[src/rism_pkg.sv]
// package for the radio interrupt flag and supply monitor block
// assumes an 8-bit register port with a 9-bit address
package rism_pkg;

  // register addresses
  localparam logic [8:0] RISM_ADDR_PEND_EXTRA = 9'h0BF;
  localparam logic [8:0] RISM_ADDR_PEND = 9'h14F;
  localparam logic [8:0] RISM_ADDR_VREG = 9'h150;
  localparam logic [8:0] RISM_ADDR_BATTERY_MONITOR_CONTROL = 9'h151;
  localparam logic [8:0] RISM_ADDR_MASK = 9'h14E;
  localparam logic [8:0] RISM_ADDR_MASK_EXTRA = 9'h0BE;

  // regulator field positions
  localparam int RISM_VREG_AEXT = 7;
  localparam int RISM_VREG_AOK = 6;
  localparam int RISM_VREG_ATRIM = 4;
  localparam int RISM_VREG_DEXT = 3;
  localparam int RISM_VREG_DOK = 2;
  localparam int RISM_VREG_DTRIM = 0;

  // battery monitor field positions
  localparam int RISM_BATTERY_LOW_FLAG = 7;
  localparam int RISM_BAT_EN = 6;
  localparam int RISM_BAT_OK = 5;
  localparam int RISM_BAT_HR = 4;
  localparam int RISM_BAT_VTH = 0;

  // reset values and masks
  localparam logic [3:0] RISM_VTH_RST = 4'h2;
  localparam logic [7:0] RISM_EXTRA_MASK = 8'h1F;

  // index of the battery request in the service-ack vector
  localparam int RISM_ACK_BAT = 13;

  // software-visible register state
  typedef struct packed {
    logic [7:0] pend;
    logic [4:0] pend_x;
    logic [7:0] mask;
    logic [4:0] mask_x;
    logic aext;
    logic [1:0] atrim;
    logic dext;
    logic [1:0] dtrim;
    logic battery_low_flag;
    logic bat_en;
    logic bat_hr;
    logic [3:0] bat_vth;
    logic [7:0] rdata;
  } rism_state_t;

  // analog controls handed to the regulators and monitor
  typedef struct packed {
    logic analog_reg_off;
    logic [1:0] analog_supply_trim;
    logic [1:0] digital_supply_trim;
    logic battery_range_select;
    logic [3:0] battery_threshold_code;
  } rism_ana_t;

endpackage

[src/rism_core.sv]
// register file for radio interrupt flags, regulators and battery monitor
// assumes events, ack strobes and analog status are synchronous one-bit
// signals; events and acks are one-cycle pulses
//
// What this block does
// - eight radio event flags at 0x14F, bits 7..0, reset zero
// - writing one clears a set flag; writing zero leaves it
// - a flag clears itself when its service routine starts
// - extra flag register 0xBF: filter matches bits 4..1, tx start bit 0
// - external analog supply bit turns internal analog regulator off
// - analog settled reads one when stable or external supply selected
// - analog trim bits 5:4 pick 1.80/1.75/1.84/1.88 V
// - external digital supply bit drives no analog output, only digital settled
// - digital settled reads one when stable or external bit set
// - digital trim bits 1:0 use the same voltage codes
// - battery low flag bit 7, cleared by writing one
// - battery enable bit 6 gates the battery interrupt
// - battery ok reads one above threshold, zero below
// - threshold code bits 3:0 reset 2, range bit 4, both writable
// - battery request only when flag and enable both one
// - radio request needs flag and enable; enables reset zero
// - range bit zero picks low range, one picks high
//
// The implementer's own choice: the address-and-strobe port.
`timescale 1ns/1ps

module rism_core
  import rism_pkg::*;
(
  input wire logic i_sys_clk,
  input wire logic i_rstn,
  input wire logic [8:0] i_addr,
  input wire logic [7:0] i_wdata,
  input wire logic i_wr,
  input wire logic i_rd,
  output logic [7:0] o_rdata,
  input wire logic [7:0] i_radio_event,
  input wire logic [4:0] i_radio_event_extra,
  input wire logic i_battery_below,
  input wire logic i_analog_stable,
  input wire logic i_digital_stable,
  input wire logic [13:0] i_service_ack,
  output logic [13:0] o_irq_req,
  output logic o_irq,
  output rism_ana_t o_ana
);

  rism_state_t s_q;
  rism_state_t s_d;
  logic bat_ok;
  logic aok;
  logic dok;
  logic bat_fall;
  logic below_q;

  // -------------------------------------------------------------
  // status terms
  // -------------------------------------------------------------
  // battery ok sense
  assign bat_ok = ~i_battery_below;
  assign aok = i_analog_stable | s_q.aext;
  assign dok = i_digital_stable | s_q.dext;
  // battery flag sets on the rising edge of the below-threshold input
  assign bat_fall = i_battery_below & ~below_q;

  // -------------------------------------------------------------
  // next state
  // -------------------------------------------------------------
  always_comb
  begin
    s_d = s_q;
    s_d.rdata = 8'h00;
    if (i_wr && i_addr == RISM_ADDR_PEND)
    begin
      s_d.pend = s_q.pend & ~i_wdata;
    end
    if (i_wr && i_addr == RISM_ADDR_PEND_EXTRA)
    begin
      s_d.pend_x = s_q.pend_x & ~i_wdata[4:0];
    end
    if (i_wr && i_addr == RISM_ADDR_MASK)
    begin
      s_d.mask = i_wdata;
    end
    if (i_wr && i_addr == RISM_ADDR_MASK_EXTRA)
    begin
      s_d.mask_x = i_wdata[4:0];
    end
    if (i_wr && i_addr == RISM_ADDR_VREG)
    begin
      s_d.aext = i_wdata[RISM_VREG_AEXT];
      s_d.atrim = i_wdata[RISM_VREG_ATRIM +: 2];
      s_d.dext = i_wdata[RISM_VREG_DEXT];
      s_d.dtrim = i_wdata[RISM_VREG_DTRIM +: 2];
    end
    if (i_wr && i_addr == RISM_ADDR_BATTERY_MONITOR_CONTROL)
    begin
      // write one clears the battery flag
      if (i_wdata[RISM_BATTERY_LOW_FLAG])
      begin
        s_d.battery_low_flag = 1'b0;
      end
      s_d.bat_en = i_wdata[RISM_BAT_EN];
      s_d.bat_hr = i_wdata[RISM_BAT_HR];
      s_d.bat_vth = i_wdata[RISM_BAT_VTH +: 4];
    end
    s_d.pend = s_d.pend & ~i_service_ack[7:0];
    s_d.pend_x = s_d.pend_x & ~i_service_ack[12:8];
    if (i_service_ack[RISM_ACK_BAT])
    begin
      s_d.battery_low_flag = 1'b0;
    end
    // events set flags; set wins over any clear
    s_d.pend = s_d.pend | i_radio_event;
    s_d.pend_x = s_d.pend_x | i_radio_event_extra;
    if (bat_fall)
    begin
      s_d.battery_low_flag = 1'b1;
    end
    // read data returned the cycle after the strobe
    if (i_rd)
    begin
      case (i_addr)
        RISM_ADDR_PEND: s_d.rdata = s_q.pend;
        RISM_ADDR_PEND_EXTRA: s_d.rdata = {3'b000, s_q.pend_x};
        RISM_ADDR_MASK: s_d.rdata = s_q.mask;
        RISM_ADDR_MASK_EXTRA: s_d.rdata = {3'b000, s_q.mask_x};
        RISM_ADDR_VREG: s_d.rdata = {s_q.aext, aok, s_q.atrim,
                                     s_q.dext, dok, s_q.dtrim};
        RISM_ADDR_BATTERY_MONITOR_CONTROL: s_d.rdata = {s_q.battery_low_flag, s_q.bat_en, bat_ok,
                                       s_q.bat_hr, s_q.bat_vth};
        default: s_d.rdata = 8'h00; // unmapped reads as zero
      endcase
    end
  end

  // -------------------------------------------------------------
  // state register
  // -------------------------------------------------------------
  always_ff @(posedge i_sys_clk or negedge i_rstn)
  begin
    if (!i_rstn)
    begin
      s_q <= '0;
      s_q.bat_vth <= RISM_VTH_RST;
      below_q <= 1'b0;
    end
    else
    begin
      s_q <= s_d;
      below_q <= i_battery_below;
    end
  end

  // -------------------------------------------------------------
  // outputs
  // -------------------------------------------------------------
  assign o_rdata = s_q.rdata;
  assign o_irq_req[12:0] = {s_q.pend_x & s_q.mask_x, s_q.pend & s_q.mask};
  assign o_irq_req[RISM_ACK_BAT] = s_q.battery_low_flag & s_q.bat_en;
  assign o_irq = |o_irq_req;
  // regulator off follows the select bit
  assign o_ana.analog_reg_off = s_q.aext;
  assign o_ana.analog_supply_trim = s_q.atrim;
  assign o_ana.digital_supply_trim = s_q.dtrim;
  // range select goes to the comparator
  assign o_ana.battery_range_select = s_q.bat_hr;
  assign o_ana.battery_threshold_code = s_q.bat_vth;

endmodule

[config.mk]
export PLATFORM = sky130hd
export DESIGN_NAME = rism_core
export DESIGN_NICKNAME = d
export VERILOG_FILES = /design/src/rism_pkg.sv /design/src/rism_core.sv
export SDC_FILE = /design/constraint.sdc
export NUM_CORES = 1
export LEC_CHECK = 0
export ABC_CLOCK_PERIOD_IN_PS = 2250
export BUFFER_PORTS_ARGS = -buffer_cell sky130_fd_sc_hd__buf_2
export CORE_ASPECT_RATIO = 1.5
export CORE_MARGIN = 5
export CORE_UTILIZATION = 40
export CTS_CLUSTER_SIZE = 10
export DETAILED_ROUTE_END_ITERATION = 7
export GPL_TIMING_DRIVEN = 1
export HOLD_SLACK_MARGIN = 0.02
export PLACE_DENSITY = 0.66
export SYNTH_ARGS = -nofsm -noshare
export SYNTH_HDL_FRONTEND = slang
export SYNTH_SLANG_ARGS = --single-unit
export TNS_END_PERCENT = 100
[constraint.sdc]
create_clock -name i_sys_clk -period 2.25 [get_ports i_sys_clk]
set_input_delay 0.45 -clock i_sys_clk [delete_from_list [all_inputs] [get_ports i_sys_clk]]
set_output_delay 0.45 -clock i_sys_clk [all_outputs]
set_load 0.01 [all_outputs]
==> results of run 1 <==
## power groups by stage
stage | Combinational (W) | Clock, W | Sequential, W
final | 0.000234 | 0.000615 | 0.000913
after global routing | 0.000258 | 0.000665 | 0.000918
after CTS | 0.000236 | 0.000629 | 0.000913
after detailed placement | 0.000227 | 0 | 0.000930
after global placement | 0.000224 | 0 | 0.000928
after floorplan | 0.000105 | 0 | 0.000925
## routing by layer
layer	vias up	wire length [um]	track usage, %	part of all wire (%)
met5	-	0	0	0
met4	0	95	5.38	1.4
met3	8	528	3.63	7.8
met2	74	3320	28.0	49
met1	978	2800	23.4	42
li1	982	-	-	-
## cell usage in the layout (no fill, tap or decap), types with 2 or more instances in the layout
master	n
sky130_fd_sc_hd__nand2_1	13
sky130_fd_sc_hd__mux2i_1	7
sky130_fd_sc_hd__nand4_2	2
sky130_fd_sc_hd__dfrtp_1	47
sky130_fd_sc_hd__nand4_1	2
sky130_fd_sc_hd__buf_2	82
sky130_fd_sc_hd__o21a_1	2
sky130_fd_sc_hd__a22oi_1	4
sky130_fd_sc_hd__clkbuf_8	5
sky130_fd_sc_hd__a31o_2	12
sky130_fd_sc_hd__nor2_1	5
sky130_fd_sc_hd__nor3_1	7
sky130_fd_sc_hd__inv_1	16
sky130_fd_sc_hd__buf_4	16
sky130_fd_sc_hd__o21ai_0	4
sky130_fd_sc_hd__or4_1	2
sky130_fd_sc_hd__o32ai_1	2
sky130_fd_sc_hd__and2_1	13
sky130_fd_sc_hd__a32oi_1	3
sky130_fd_sc_hd__o22ai_1	5
sky130_fd_sc_hd__nand3_1	6
sky130_fd_sc_hd__mux2_2	31
sky130_fd_sc_hd__and2_4	2
## worst max-delay path, delay by kind of cell, from the launching register on
family / cells / cell delay, ns
buffers and inverters: 1 / 0.14
and+or+nand+nor: 4 / 1.32
DFF: 1 / 0.38
## stage by stage
step                      TNS, ns  utilization, %  power, W
final                      -0.336            51.5   0.00176
after global placement    -0.0299            49.6   0.00115
after floorplan                 0               -   0.00103
after CTS                  -0.357            51.5   0.00178
after detailed placement  -0.0436            49.6   0.00116
after global routing       -0.397            51.5   0.00184
## logic make-up (layout without fill, tap and decap cells)
logic type / after synthesis / in the layout / share of synthesized area (%)
compound gates: 37 / 37 / 11.1
buf+inv: 37 / 125 / 8.17
flops: 48 / 48 / 47.0
mux: 38 / 38 / 16.4
simple gates: 66 / 66 / 17.3
## registers in the layout (all words and copies together), names as in the netlist
register  count
s_q          29
o_rdata       8
o_ana        10
below_q       1
## timing repair
action	CTS	global route
pin swaps	0	1
resized for setup	2	1
setup endpoints to repair	1	1
## worst paths after layout
kind,startpoint,end,slack [ns],cells after the start
worst max-delay path,s_q[44],o_irq,-0.34,5
worst max register to register,s_q[23],o_rdata[2],0.96,4
worst min-delay path,i_rstn,s_q[43],0.24,2
worst min register to register,below_q,s_q[14],0.45,1
min in group i_sys_clk,i_battery_below,below_q,0.27,1
max in group asynchronous,i_rstn,s_q[14],1.59,2
## layout make-up
class | count | area (um^2)
timing repair buffer | 100 | 562
multi-input combinational | 141 | 1150
clock buffer | 6 | 72.6
tap | 74 | 92.6
fill | 576 | 2990
sequential | 48 | 1200
clock inverter | 2 | 35.0
inverter | 17 | 63.8
==> reports/metrics.sh, run 1 <==
RSZ0062_AT_GRT='yes'
IO_PORT_BUFS=83
ANTENNA_FOUND_INITIAL=0
REPORT.FINAL.HOLD_VIOL_COUNT=0
STD_CELL_ROWS=35
POWER_SWITCHING_W=0.000420
CRITICAL_PATH_CLASS='reg -> out'
ROUTEDWLPERCELL_UM=17.4
FIRST_ITERATION_DETAILED_ROUTING_DRC_COUNT=132
GRT_PASS1_WL_UM=10800
INITIAL_UTILIZATION_PCT=41.4
YOSYSSEQAREASHARE_PCT=47.0
CRITPATHREQUIREDTIME_NS=1.80
SEQUENTIALPOWERSHARE_PCT=51.8
HOLD_WS_NS=0.243
TIMING.MAX_SLEW.REL_SLACK_PCT=59.1
GRT_START_MAX_NET_PINS=49
CLOCK-SINKS=48
N_ANTENNA_CELL=0
VDD.IR_DROP.WORST_V=0.000329
NETLIST_AREA_MM2=0.00256
SETUP.WORST_PATH.START_CLASS='flip-flop'
CELL_TYPE_OF_THE_SLOWEST_STAGE_ON_THE_WORST_TIMING_PATH='sky130_fd_sc_hd__or4b_4'
DETAIL-ROUTE-ANTENNA-NETS=0
GRT_UTIL_ALL_LAYERS_PCT=17.5
FLOORPLAN.DIE.HEIGHT_UM=108
CORE_AREA_MM2=0.00617
ARRIVAL_NS=2.14
LEAKAGE_nW=1.67
DIE-AREA_MM2=0.00813
PLACED_AREA_MM2=0.00306
RATIO_OF_CELLS_WITH_DRIVE_ABOVE_1_IN_THE_FINAL_LAYOUT_PCT=52.9
WORST-PATH-MAX-FANOUT=2
POST-SYNTH-TOP-AREA-FRACTION_PCT=46.0
HOLD_CLASS='in -> async'
POST_SYNTH_MAIN_AREA_CONTRIBUTORS='sky130_fd_sc_hd__dfrtp_1 46%, sky130_fd_sc_hd__mux2_2 14%, sky130_fd_sc_hd__buf_4 5.3%, sky130_fd_sc_hd__a31o_2 4.1%, sky130_fd_sc_hd__and2_1 3.4%'
ASYNC_FLOP_SHARE_PCT=100
CAP_VIOLATIONS=0
POSTCTSSETUPREPAIRBUFS=0
DP_WORST_SETUP_SLACK_NS=-0.0436
SETUP_VIOL=1
CLK_PATH_BUF_DEPTH=2
SYNTHESIS.YOSYS.WARNINGS=0
CLOCK_POWER_SHARE_PCT=34.9
SYNTH.AVG_CELL_AREA_UM2=11.3
FINAL_CRITICAL_PATH_SETUP_SLACK_NS=-0.336
CLK-INSERTION-DELAY-LATE_NS=0.30
VIAS=2042
MIN_PERIOD_OVER_PERIOD_PCT=115
FINISH.NET_COUNT=364
YOSYS.CELL_TYPES.COUNT=43
SYNTH_EDF_COUNT=0
TIMING.FINAL.MAX_SLEW_VIOLATIONS=0
LIBRARY_CELL_WITH_THE_LARGEST_SUMMED_AREA_AFTER_SYNTHESIS='sky130_fd_sc_hd__dfrtp_1'
ROUTABILITYCONGESTION=0.800
SYNTH-MAIN-FF-CELL='sky130_fd_sc_hd__dfrtp_1'
TRITONCTS='yes'
CTSHOLDBUFFERS=0
DP.CELLS=380
TIMING.CLOCK.SKEW_NS=0.00389
CTS_MAX_LEVEL=2
FP.DIEW_UM=75.3
CRITICAL_PATH.CELL_CHAIN='and2_4 > or4_1 > nor4_1 > or4b_4 > buf_6'
STATUS='finished, violations left'
FINISH.CELL_COUNT_WITHOUT_FILLERS=388
FIRST_GLOBAL_VIAS=2166
POWER_DENSITY_mW_PER_MM2=554
IOS=84
FIRST_PASS_ITERS=6
SYN2LAYOUT_AREA_GROWTH_PCT=24.4
DRC=0
ROUTE.FINAL.WIRE_LENGTH_UM=6750
GR-TOTAL-OVERFLOW=0
PWR-SHARE-COMB_PCT=13.3
POST_SYNTH_MOST_FREQUENT_CELLS='47 x sky130_fd_sc_hd__dfrtp_1, 31 x sky130_fd_sc_hd__mux2_2, 18 x sky130_fd_sc_hd__buf_4'
SYNTH.NET_COUNT=277
FINAL.MIN_CLOCK_PERIOD_NS=2.59
PEAK_CLOCK_FREQUENCY_SUPPORTED_BY_TIMING_MHz=387
POST-SYNTH-TOP-COUNT-CELL='sky130_fd_sc_hd__dfrtp_1'
PLACE.DETAILED.HPWL_UM=5260
SWSHARE_PCT=23.9
P_INT_W=0.00134
TIMING_WORST_SLEW_PIN_VALUE_NS=0.613
ENDPOINT_KIND='output pin'
CTS-ROOT-BUF='sky130_fd_sc_hd__clkbuf_8'
SYNTH_SEQ_CELLS=48
SYN_INST=226
CTS_BUFS_INSERTED=5
DETAIL_ROUTE.VIAS_PER_CELL=5.26
FIN_AREA_MM2=0.00318
CPPEAKSTAGEDELAY_NS=0.51
CTS.REPORTEDPATHS.CLKPINSLEW_NS=0.09
VIOLATIONS='setup timing'
Note: power is estimated with default switching activity, not from simulation.
==> run 2, diff against run 1 <==
- PLACE_DENSITY: 0.66 -> 0.72
==> run 2 against run 1 <==
- the run still ends with setup timing left
- largest cell class unchanged
- core utilization fell by 0.26 points
- combinational power grew 2%
- die area is the same
==> reports/metrics.sh, run 2 (synthesis results as in run 1) <==
STATUS='finished, violations left'  # unchanged
VIOLATIONS='setup timing'  # unchanged
VIAS=2100  # was 2,042
ROUTE.FINAL.WIRE_LENGTH_UM=7020  # was 6750 um
DP_WORST_SETUP_SLACK_NS=-0.0774  # was -0.0436 ns
FIRST_ITERATION_DETAILED_ROUTING_DRC_COUNT=186  # was 132
PEAK_CLOCK_FREQUENCY_SUPPORTED_BY_TIMING_MHz=381  # was 387 MHz
FIRST_GLOBAL_VIAS=2206  # was 2,166
POWER_DENSITY_mW_PER_MM2=522  # was 554 mW/mm^2
SYN2LAYOUT_AREA_GROWTH_PCT=23.7  # was 24.4%
TIMING.CLOCK.SKEW_NS=0.0127  # was 0.00389 ns
FINAL_CRITICAL_PATH_SETUP_SLACK_NS=-0.377  # was -0.336 ns
CPPEAKSTAGEDELAY_NS=0.53  # was 0.51 ns
REPORT.FINAL.HOLD_VIOL_COUNT=0  # unchanged
REGMOSTFLOPS='s_q'  # unchanged
SEQ_AREA_MM2=0.00120  # unchanged
WORST-PATH-MAX-FANOUT=2  # unchanged
TIMING_WORST_SLEW_PIN_VALUE_NS=0.620  # was 0.613 ns
DETAIL_ROUTE.VIAS_PER_CELL=5.38  # was 5.26
CP-STARTPOINT='s_q[44]'  # unchanged
DIE-AREA_MM2=0.00813  # unchanged
DETAIL-ROUTE-ANTENNA-NETS=0  # unchanged
CTS_BUFS_INSERTED=5  # unchanged
IO_PORT_BUFS=83  # unchanged
CTS-ROOT-BUF='sky130_fd_sc_hd__clkbuf_8'  # unchanged
SETUP_VIOL=1  # unchanged
GR-TOTAL-OVERFLOW=0  # unchanged
HOLD_WS_NS=0.236  # was 0.243 ns
FINAL_CELL_MIX='82 x sky130_fd_sc_hd__buf_2, 47 x sky130_fd_sc_hd__dfrtp_1, 31 x sky130_fd_sc_hd__mux2_2'  # unchanged
VDD.IR_DROP.WORST_V=0.000418  # was 0.000329 V
TIMING.FINAL.MAX_SLEW_VIOLATIONS=0  # unchanged
CRITPATHREQUIREDTIME_NS=1.80  # about the same
GRT_START_MAX_NET_PINS=49  # unchanged
PLACE.DETAILED.HPWL_UM=5390  # was 5260 um
MIN_PERIOD_OVER_PERIOD_PCT=117  # was 115%
CELL_TYPE_OF_THE_SLOWEST_STAGE_ON_THE_WORST_TIMING_PATH='sky130_fd_sc_hd__or4_4'  # was sky130_fd_sc_hd__or4b_4
LARGEST_REG_FLOPS=29  # unchanged
RATIO_OF_CELLS_WITH_DRIVE_ABOVE_1_IN_THE_FINAL_LAYOUT_PCT=53.2  # was 52.9%
FINISH.NET_COUNT=366  # was 364
CORE_AREA_MM2=0.00617  # unchanged
AREA_OF_THE_MULTI_INPUT_GATES_MM2=0.00116  # was 0.00115 mm^2
ARRIVAL_NS=2.18  # was 2.14 ns
TIMING.MAX_SLEW.REL_SLACK_PCT=58.7  # was 59.1%
REG_TO_REG_CRITICAL_PATH_STARTPOINT='s_q[23]'  # unchanged
FP.DIEW_UM=75.3  # unchanged
CLK-INSERTION-DELAY-LATE_NS=0.30  # about the same
LAYOUT.CELLS.MOST_COMMON='sky130_fd_sc_hd__buf_2'  # unchanged
RR_WORST_DEPTH=4  # unchanged
N_ANTENNA_CELL=0  # unchanged
INITIAL_UTILIZATION_PCT=41.4  # unchanged
HOLD_CLASS='in -> async'  # unchanged
CRITICAL_PATH_CLASS='reg -> out'  # unchanged
FINAL.FILL_COUNT=587  # was 576
ENDPOINT_KIND='output pin'  # unchanged
IOS=84  # unchanged
ROUTABILITYCONGESTION=0.883  # was 0.800
CRITICAL_PATH.CELL_CHAIN='and2_4 > or4_4 > nor4_2 > or4b_4 > buf_6'  # was and2_4 > or4_1 > nor4_1 > or4b_4 > buf_6
GRT_PASS1_WL_UM=11200  # was 10,800 um
FLOORPLAN.DIE.HEIGHT_UM=108  # unchanged
CLOCK-SINKS=48  # unchanged
CLK_PATH_BUF_DEPTH=2  # unchanged
TRITONCTS='yes'  # unchanged
CTS_MAX_LEVEL=2  # unchanged
RSZ0062_AT_GRT='yes'  # unchanged
FINAL.MIN_CLOCK_PERIOD_NS=2.63  # was 2.59 ns
ANTENNA_FOUND_INITIAL=0  # unchanged
FIN_TOTAL_PWR_W=0.00165  # was 0.00176 W
CTSHOLDBUFFERS=0  # unchanged
CAP_VIOLATIONS=0  # unchanged
GRT_UTIL_ALL_LAYERS_PCT=18.2  # was 17.5%
LEAKAGE_nW=1.66  # was 1.67 nW
SETUP.WORST_PATH.START_CLASS='flip-flop'  # unchanged
FINAL.SETUP.TNS_NS=-0.377  # was -0.336 ns
CTS.REPORTEDPATHS.CLKPINSLEW_NS=0.09  # about the same
FIRST_PASS_ITERS=4  # was 6
STD_CELL_ROWS=35  # unchanged
DRC=0  # unchanged
ROUTEDWLPERCELL_UM=18.0  # was 17.4 um
==> run 2: cell count changes in the layout (fill, tap and decap cells not counted) <==
cell and delta:
sky130_fd_sc_hd__buf_4 +3, sky130_fd_sc_hd__and2_1 +1, sky130_fd_sc_hd__and2_4 -1, sky130_fd_sc_hd__buf_12 -1, sky130_fd_sc_hd__bufinv_16 -1, sky130_fd_sc_hd__clkbuf_1 +1
sky130_fd_sc_hd__nor4_1 -1, sky130_fd_sc_hd__nor4_2 +1, sky130_fd_sc_hd__or4_1 -1, sky130_fd_sc_hd__or4_4 +1
==> run 2: worst max-delay path: cells and delay by family, from the launching register on <==
family | cells | cell delay [ns]
simple gates | 4 | 1.36
flops | 1 | 0.39
buf+inv | 1 | 0.14
==> run 2: final timing paths <==
path                                    to  slack, ns
worst min-delay path               s_q[37]       0.24
min in group i_sys_clk             below_q       0.29
max in group asynchronous          s_q[33]       1.58
worst min register to register     s_q[14]       0.43
worst max-delay path                 o_irq      -0.38
worst max register to register  o_rdata[2]       1.04
==> run 2: stage by stage <==
stage / instance area [um^2] / util, % / cells
global route: 3160 / 51.2 / 390
finish: 3160 / 51.2 / 390
CTS: 3140 / 50.8 / 389
global placement: 3060 / 49.5 / 381
floorplan: 2560 / - / 226
detailed placement: 3060 / 49.5 / 381
==> run 2: cell type report <==
class / instances / area share (%)
sequential: 48 / 38.0
multi-input combinational: 141 / 36.7
timing repair buffer: 102 / 17.8
tap: 74 / 2.93
clock buffer: 7 / 2.41
inverter: 17 / 2.02
clock inverter: 1 / 0.158
==> run 2: power breakdown <==
part	switching [W]	internal, W
combinational	0.000119	0.000120
sequential	0.0000210	0.000893
clock	0.000278	0.000219
total	0.000419	0.00123
==> run 2: timing repair <==
action,4_1_cts,5_1_grt
buffers inserted,0,1
resized for setup,0,4
setup endpoints to repair,1,1
pin swaps,0,0
==> run 2: routing by layer <==
metal	part of all wire (%)	global-route usage, %	up-vias
li1	-	-	985
met1	39	23.6	1009
met2	50	29.4	90
met3	7.9	3.26	16
met4	3.2	7.75	0
met5	0	0	-
==> run 3, diff against run 2 <==
- CORE_UTILIZATION: 40 -> 45
- PLACE_DENSITY: 0.72 -> 0.78
==> run 3 against run 2 <==
- the run still ends with setup timing left
- non-clock buffer count is the same
- clock skew shrank 0.0093 ns
- sequential share of layout area shrank 0.39 points
- design area grew 1.0%
- worst hold slack lost 0.013 ns
- setup slack gained 0.026 ns
- register-to-register slack is essentially flat
- critical path type unchanged
==> reports/metrics.sh, run 3 (synthesis results as in run 1) <==
DETAIL_ROUTE.VIAS_PER_CELL=5.35  # was 5.38
ARRIVAL_NS=2.15  # was 2.18 ns
PLACED_AREA_MM2=0.00305  # was 0.00306 mm^2
FINAL_CRITICAL_PATH_SETUP_SLACK_NS=-0.351  # was -0.377 ns
FIN_AREA_MM2=0.00320  # was 0.00316 mm^2
PEAK_CLOCK_FREQUENCY_SUPPORTED_BY_TIMING_MHz=384  # was 381 MHz
TIMING.MAX_SLEW.REL_SLACK_PCT=47.8  # was 58.7%
ROUTABILITYCONGESTION=0.907  # was 0.883
VDD.IR_DROP.WORST_V=0.000415  # was 0.000418 V
POWER_DENSITY_mW_PER_MM2=573  # was 522 mW/mm^2
CPPEAKSTAGEDELAY_NS=0.51  # was 0.53 ns
TIMING.FINAL.MAX_SLEW_VIOLATIONS=0  # unchanged
LARGEST_REG_FLOPS=29  # unchanged
CLOCK-SINKS=48  # unchanged
SYN2LAYOUT_AREA_GROWTH_PCT=25.0  # was 23.7%
FLOORPLAN.DIE.HEIGHT_UM=102  # was 108 um
CLK_PATH_BUF_DEPTH=2  # unchanged
DP_WORST_SETUP_SLACK_NS=-0.0226  # was -0.0774 ns
REPORT.FINAL.HOLD_VIOL_COUNT=0  # unchanged
CRITICAL_PATH_CLASS='reg -> out'  # unchanged
CTS.REPORTEDPATHS.CLKPINSLEW_NS=0.09  # about the same
CORE_AREA_MM2=0.00549  # was 0.00617 mm^2
ANTENNA_FOUND_INITIAL=0  # unchanged
RSZ0062_AT_GRT='yes'  # unchanged
STD_CELL_ROWS=33  # was 35
STATUS='finished, violations left'  # unchanged
ROUTE.FINAL.WIRE_LENGTH_UM=6810  # was 7020 um
DIE-AREA_MM2=0.00732  # was 0.00813 mm^2
DRC=0  # unchanged
ENDPOINT_KIND='output pin'  # unchanged
RATIO_OF_CELLS_WITH_DRIVE_ABOVE_1_IN_THE_FINAL_LAYOUT_PCT=53.5  # was 53.2%
TIMING.CLOCK.SKEW_NS=0.00340  # was 0.0127 ns
WORST_PATH_TOP_CELL_FAMILY_BY_DELAY='simple AND/OR/NAND/NOR gates'  # unchanged
CTS_MAX_LEVEL=2  # unchanged
MIN_PERIOD_OVER_PERIOD_PCT=116  # was 117%
FINAL.MIN_CLOCK_PERIOD_NS=2.60  # was 2.63 ns
CAP_VIOLATIONS=0  # unchanged
LEAKAGE_nW=1.68  # was 1.66 nW
HOLD_CLASS='in -> async'  # unchanged
GRT_UTIL_ALL_LAYERS_PCT=19.3  # was 18.2%
CRITPATHREQUIREDTIME_NS=1.80  # about the same
INITIAL_UTILIZATION_PCT=46.6  # was 41.4%
DETAIL-ROUTE-ANTENNA-NETS=0  # unchanged
GRT_START_MAX_NET_PINS=36  # was 49
IOS=84  # unchanged
REGMOSTFLOPS='s_q'  # unchanged
GRT_PASS1_WL_UM=10900  # was 11,200 um
FINAL_CELL_MIX='82 x sky130_fd_sc_hd__buf_2, 47 x sky130_fd_sc_hd__dfrtp_1, 31 x sky130_fd_sc_hd__mux2_2'  # unchanged
TRITONCTS='yes'  # unchanged
CTSHOLDBUFFERS=0  # unchanged
SETUP_VIOL=1  # unchanged
VIOLATIONS='setup timing'  # unchanged
CLK-INSERTION-DELAY-LATE_NS=0.30  # about the same
SETUP.WORST_PATH.START_CLASS='flip-flop'  # unchanged
FINISH.NET_COUNT=366  # unchanged
CTS-ROOT-BUF='sky130_fd_sc_hd__clkbuf_8'  # unchanged
CRIT_BUF_INV=1  # unchanged
FINAL.SETUP.TNS_NS=-0.351  # was -0.377 ns
CRITICAL_PATH.CELL_CHAIN='and2_4 > or4_1 > nor4_1 > or4b_4 > buf_6'  # was and2_4 > or4_4 > nor4_2 > or4b_4 > buf_6
PLACE.DETAILED.HPWL_UM=5200  # was 5390 um
FIN_TOTAL_PWR_W=0.00183  # was 0.00165 W
TIMING_WORST_SLEW_PIN_VALUE_NS=0.782  # was 0.620 ns
ROUTEDWLPERCELL_UM=17.6  # was 18.0 um
GR-TOTAL-OVERFLOW=0  # unchanged
FIRST_GLOBAL_VIAS=2236  # was 2,206
LAYOUT.CELLS.MOST_COMMON='sky130_fd_sc_hd__buf_2'  # unchanged
FIRST_PASS_ITERS=4  # unchanged
CELL_TYPE_OF_THE_SLOWEST_STAGE_ON_THE_WORST_TIMING_PATH='sky130_fd_sc_hd__or4_1'  # was sky130_fd_sc_hd__or4_4
FIRST_ITERATION_DETAILED_ROUTING_DRC_COUNT=108  # was 186
IO_PORT_BUFS=83  # unchanged
N_ANTENNA_CELL=0  # unchanged
VIAS=2067  # was 2,100
FP.DIEW_UM=71.6  # was 75.3 um
CTS_BUFS_INSERTED=5  # unchanged
HOLD_WS_NS=0.223  # was 0.236 ns
WORST-PATH-MAX-FANOUT=2  # unchanged
[run 3: repair_timing]
item | CTS | global route
endpoints found under the setup margin | 1 | 1
gates resized for setup | 2 | 1
buffers inserted | 1 | 0
[run 3: path summary, 6_finish.rpt]
check	startpoint	end	slack, ns	cells after the start
max	s_q[44]	o_irq	-0.35	5
min	i_rstn	o_ana[6]	0.22	1
max reg2reg	s_q[23]	o_rdata[2]	1.04	4
min reg2reg	below_q	s_q[14]	0.44	1
max in group asynchronous	i_rstn	o_rdata[6]	1.38	2
min in group i_sys_clk	i_battery_below	below_q	0.26	1
[run 3: power by group]
part	leakage, nW	switching, W	total (W)	internal (W)
combinational	0.995	0.000118	0.000237	0.000119
clock	0.0645	0.000290	0.000682	0.000392
sequential	0.619	0.0000208	0.000914	0.000893
[run 3: cell type report]
cell class,instances,area (um^2)
fill,501,2290
inverter,17,63.8
tap,70,87.6
sequential,48,1200
clock inverter,1,30.0
multi-input combinational,141,1150
timing repair buffer,102,564
clock buffer,7,96.3
[run 3: per-layer routing]
| layer | part of all wire (%) | vias up | GRT usage [%] |
|---|---|---|---|
| li1 | - | 977 | - |
| met1 | 41 | 989 | 24.1 |
| met2 | 50 | 87 | 32.5 |
| met3 | 6.2 | 14 | 3.84 |
| met4 | 2.5 | 0 | 8.39 |
| met5 | 0 | - | 0 |
[run 3: per-stage QoR]
step           instances  utilization [%]
2_1_floorplan        226                -
3_3_place_gp         377             55.5
3_5_place_dp         377             55.5
4_1_cts              386             58.2
5_1_grt              386             58.2
6_report             386             58.2
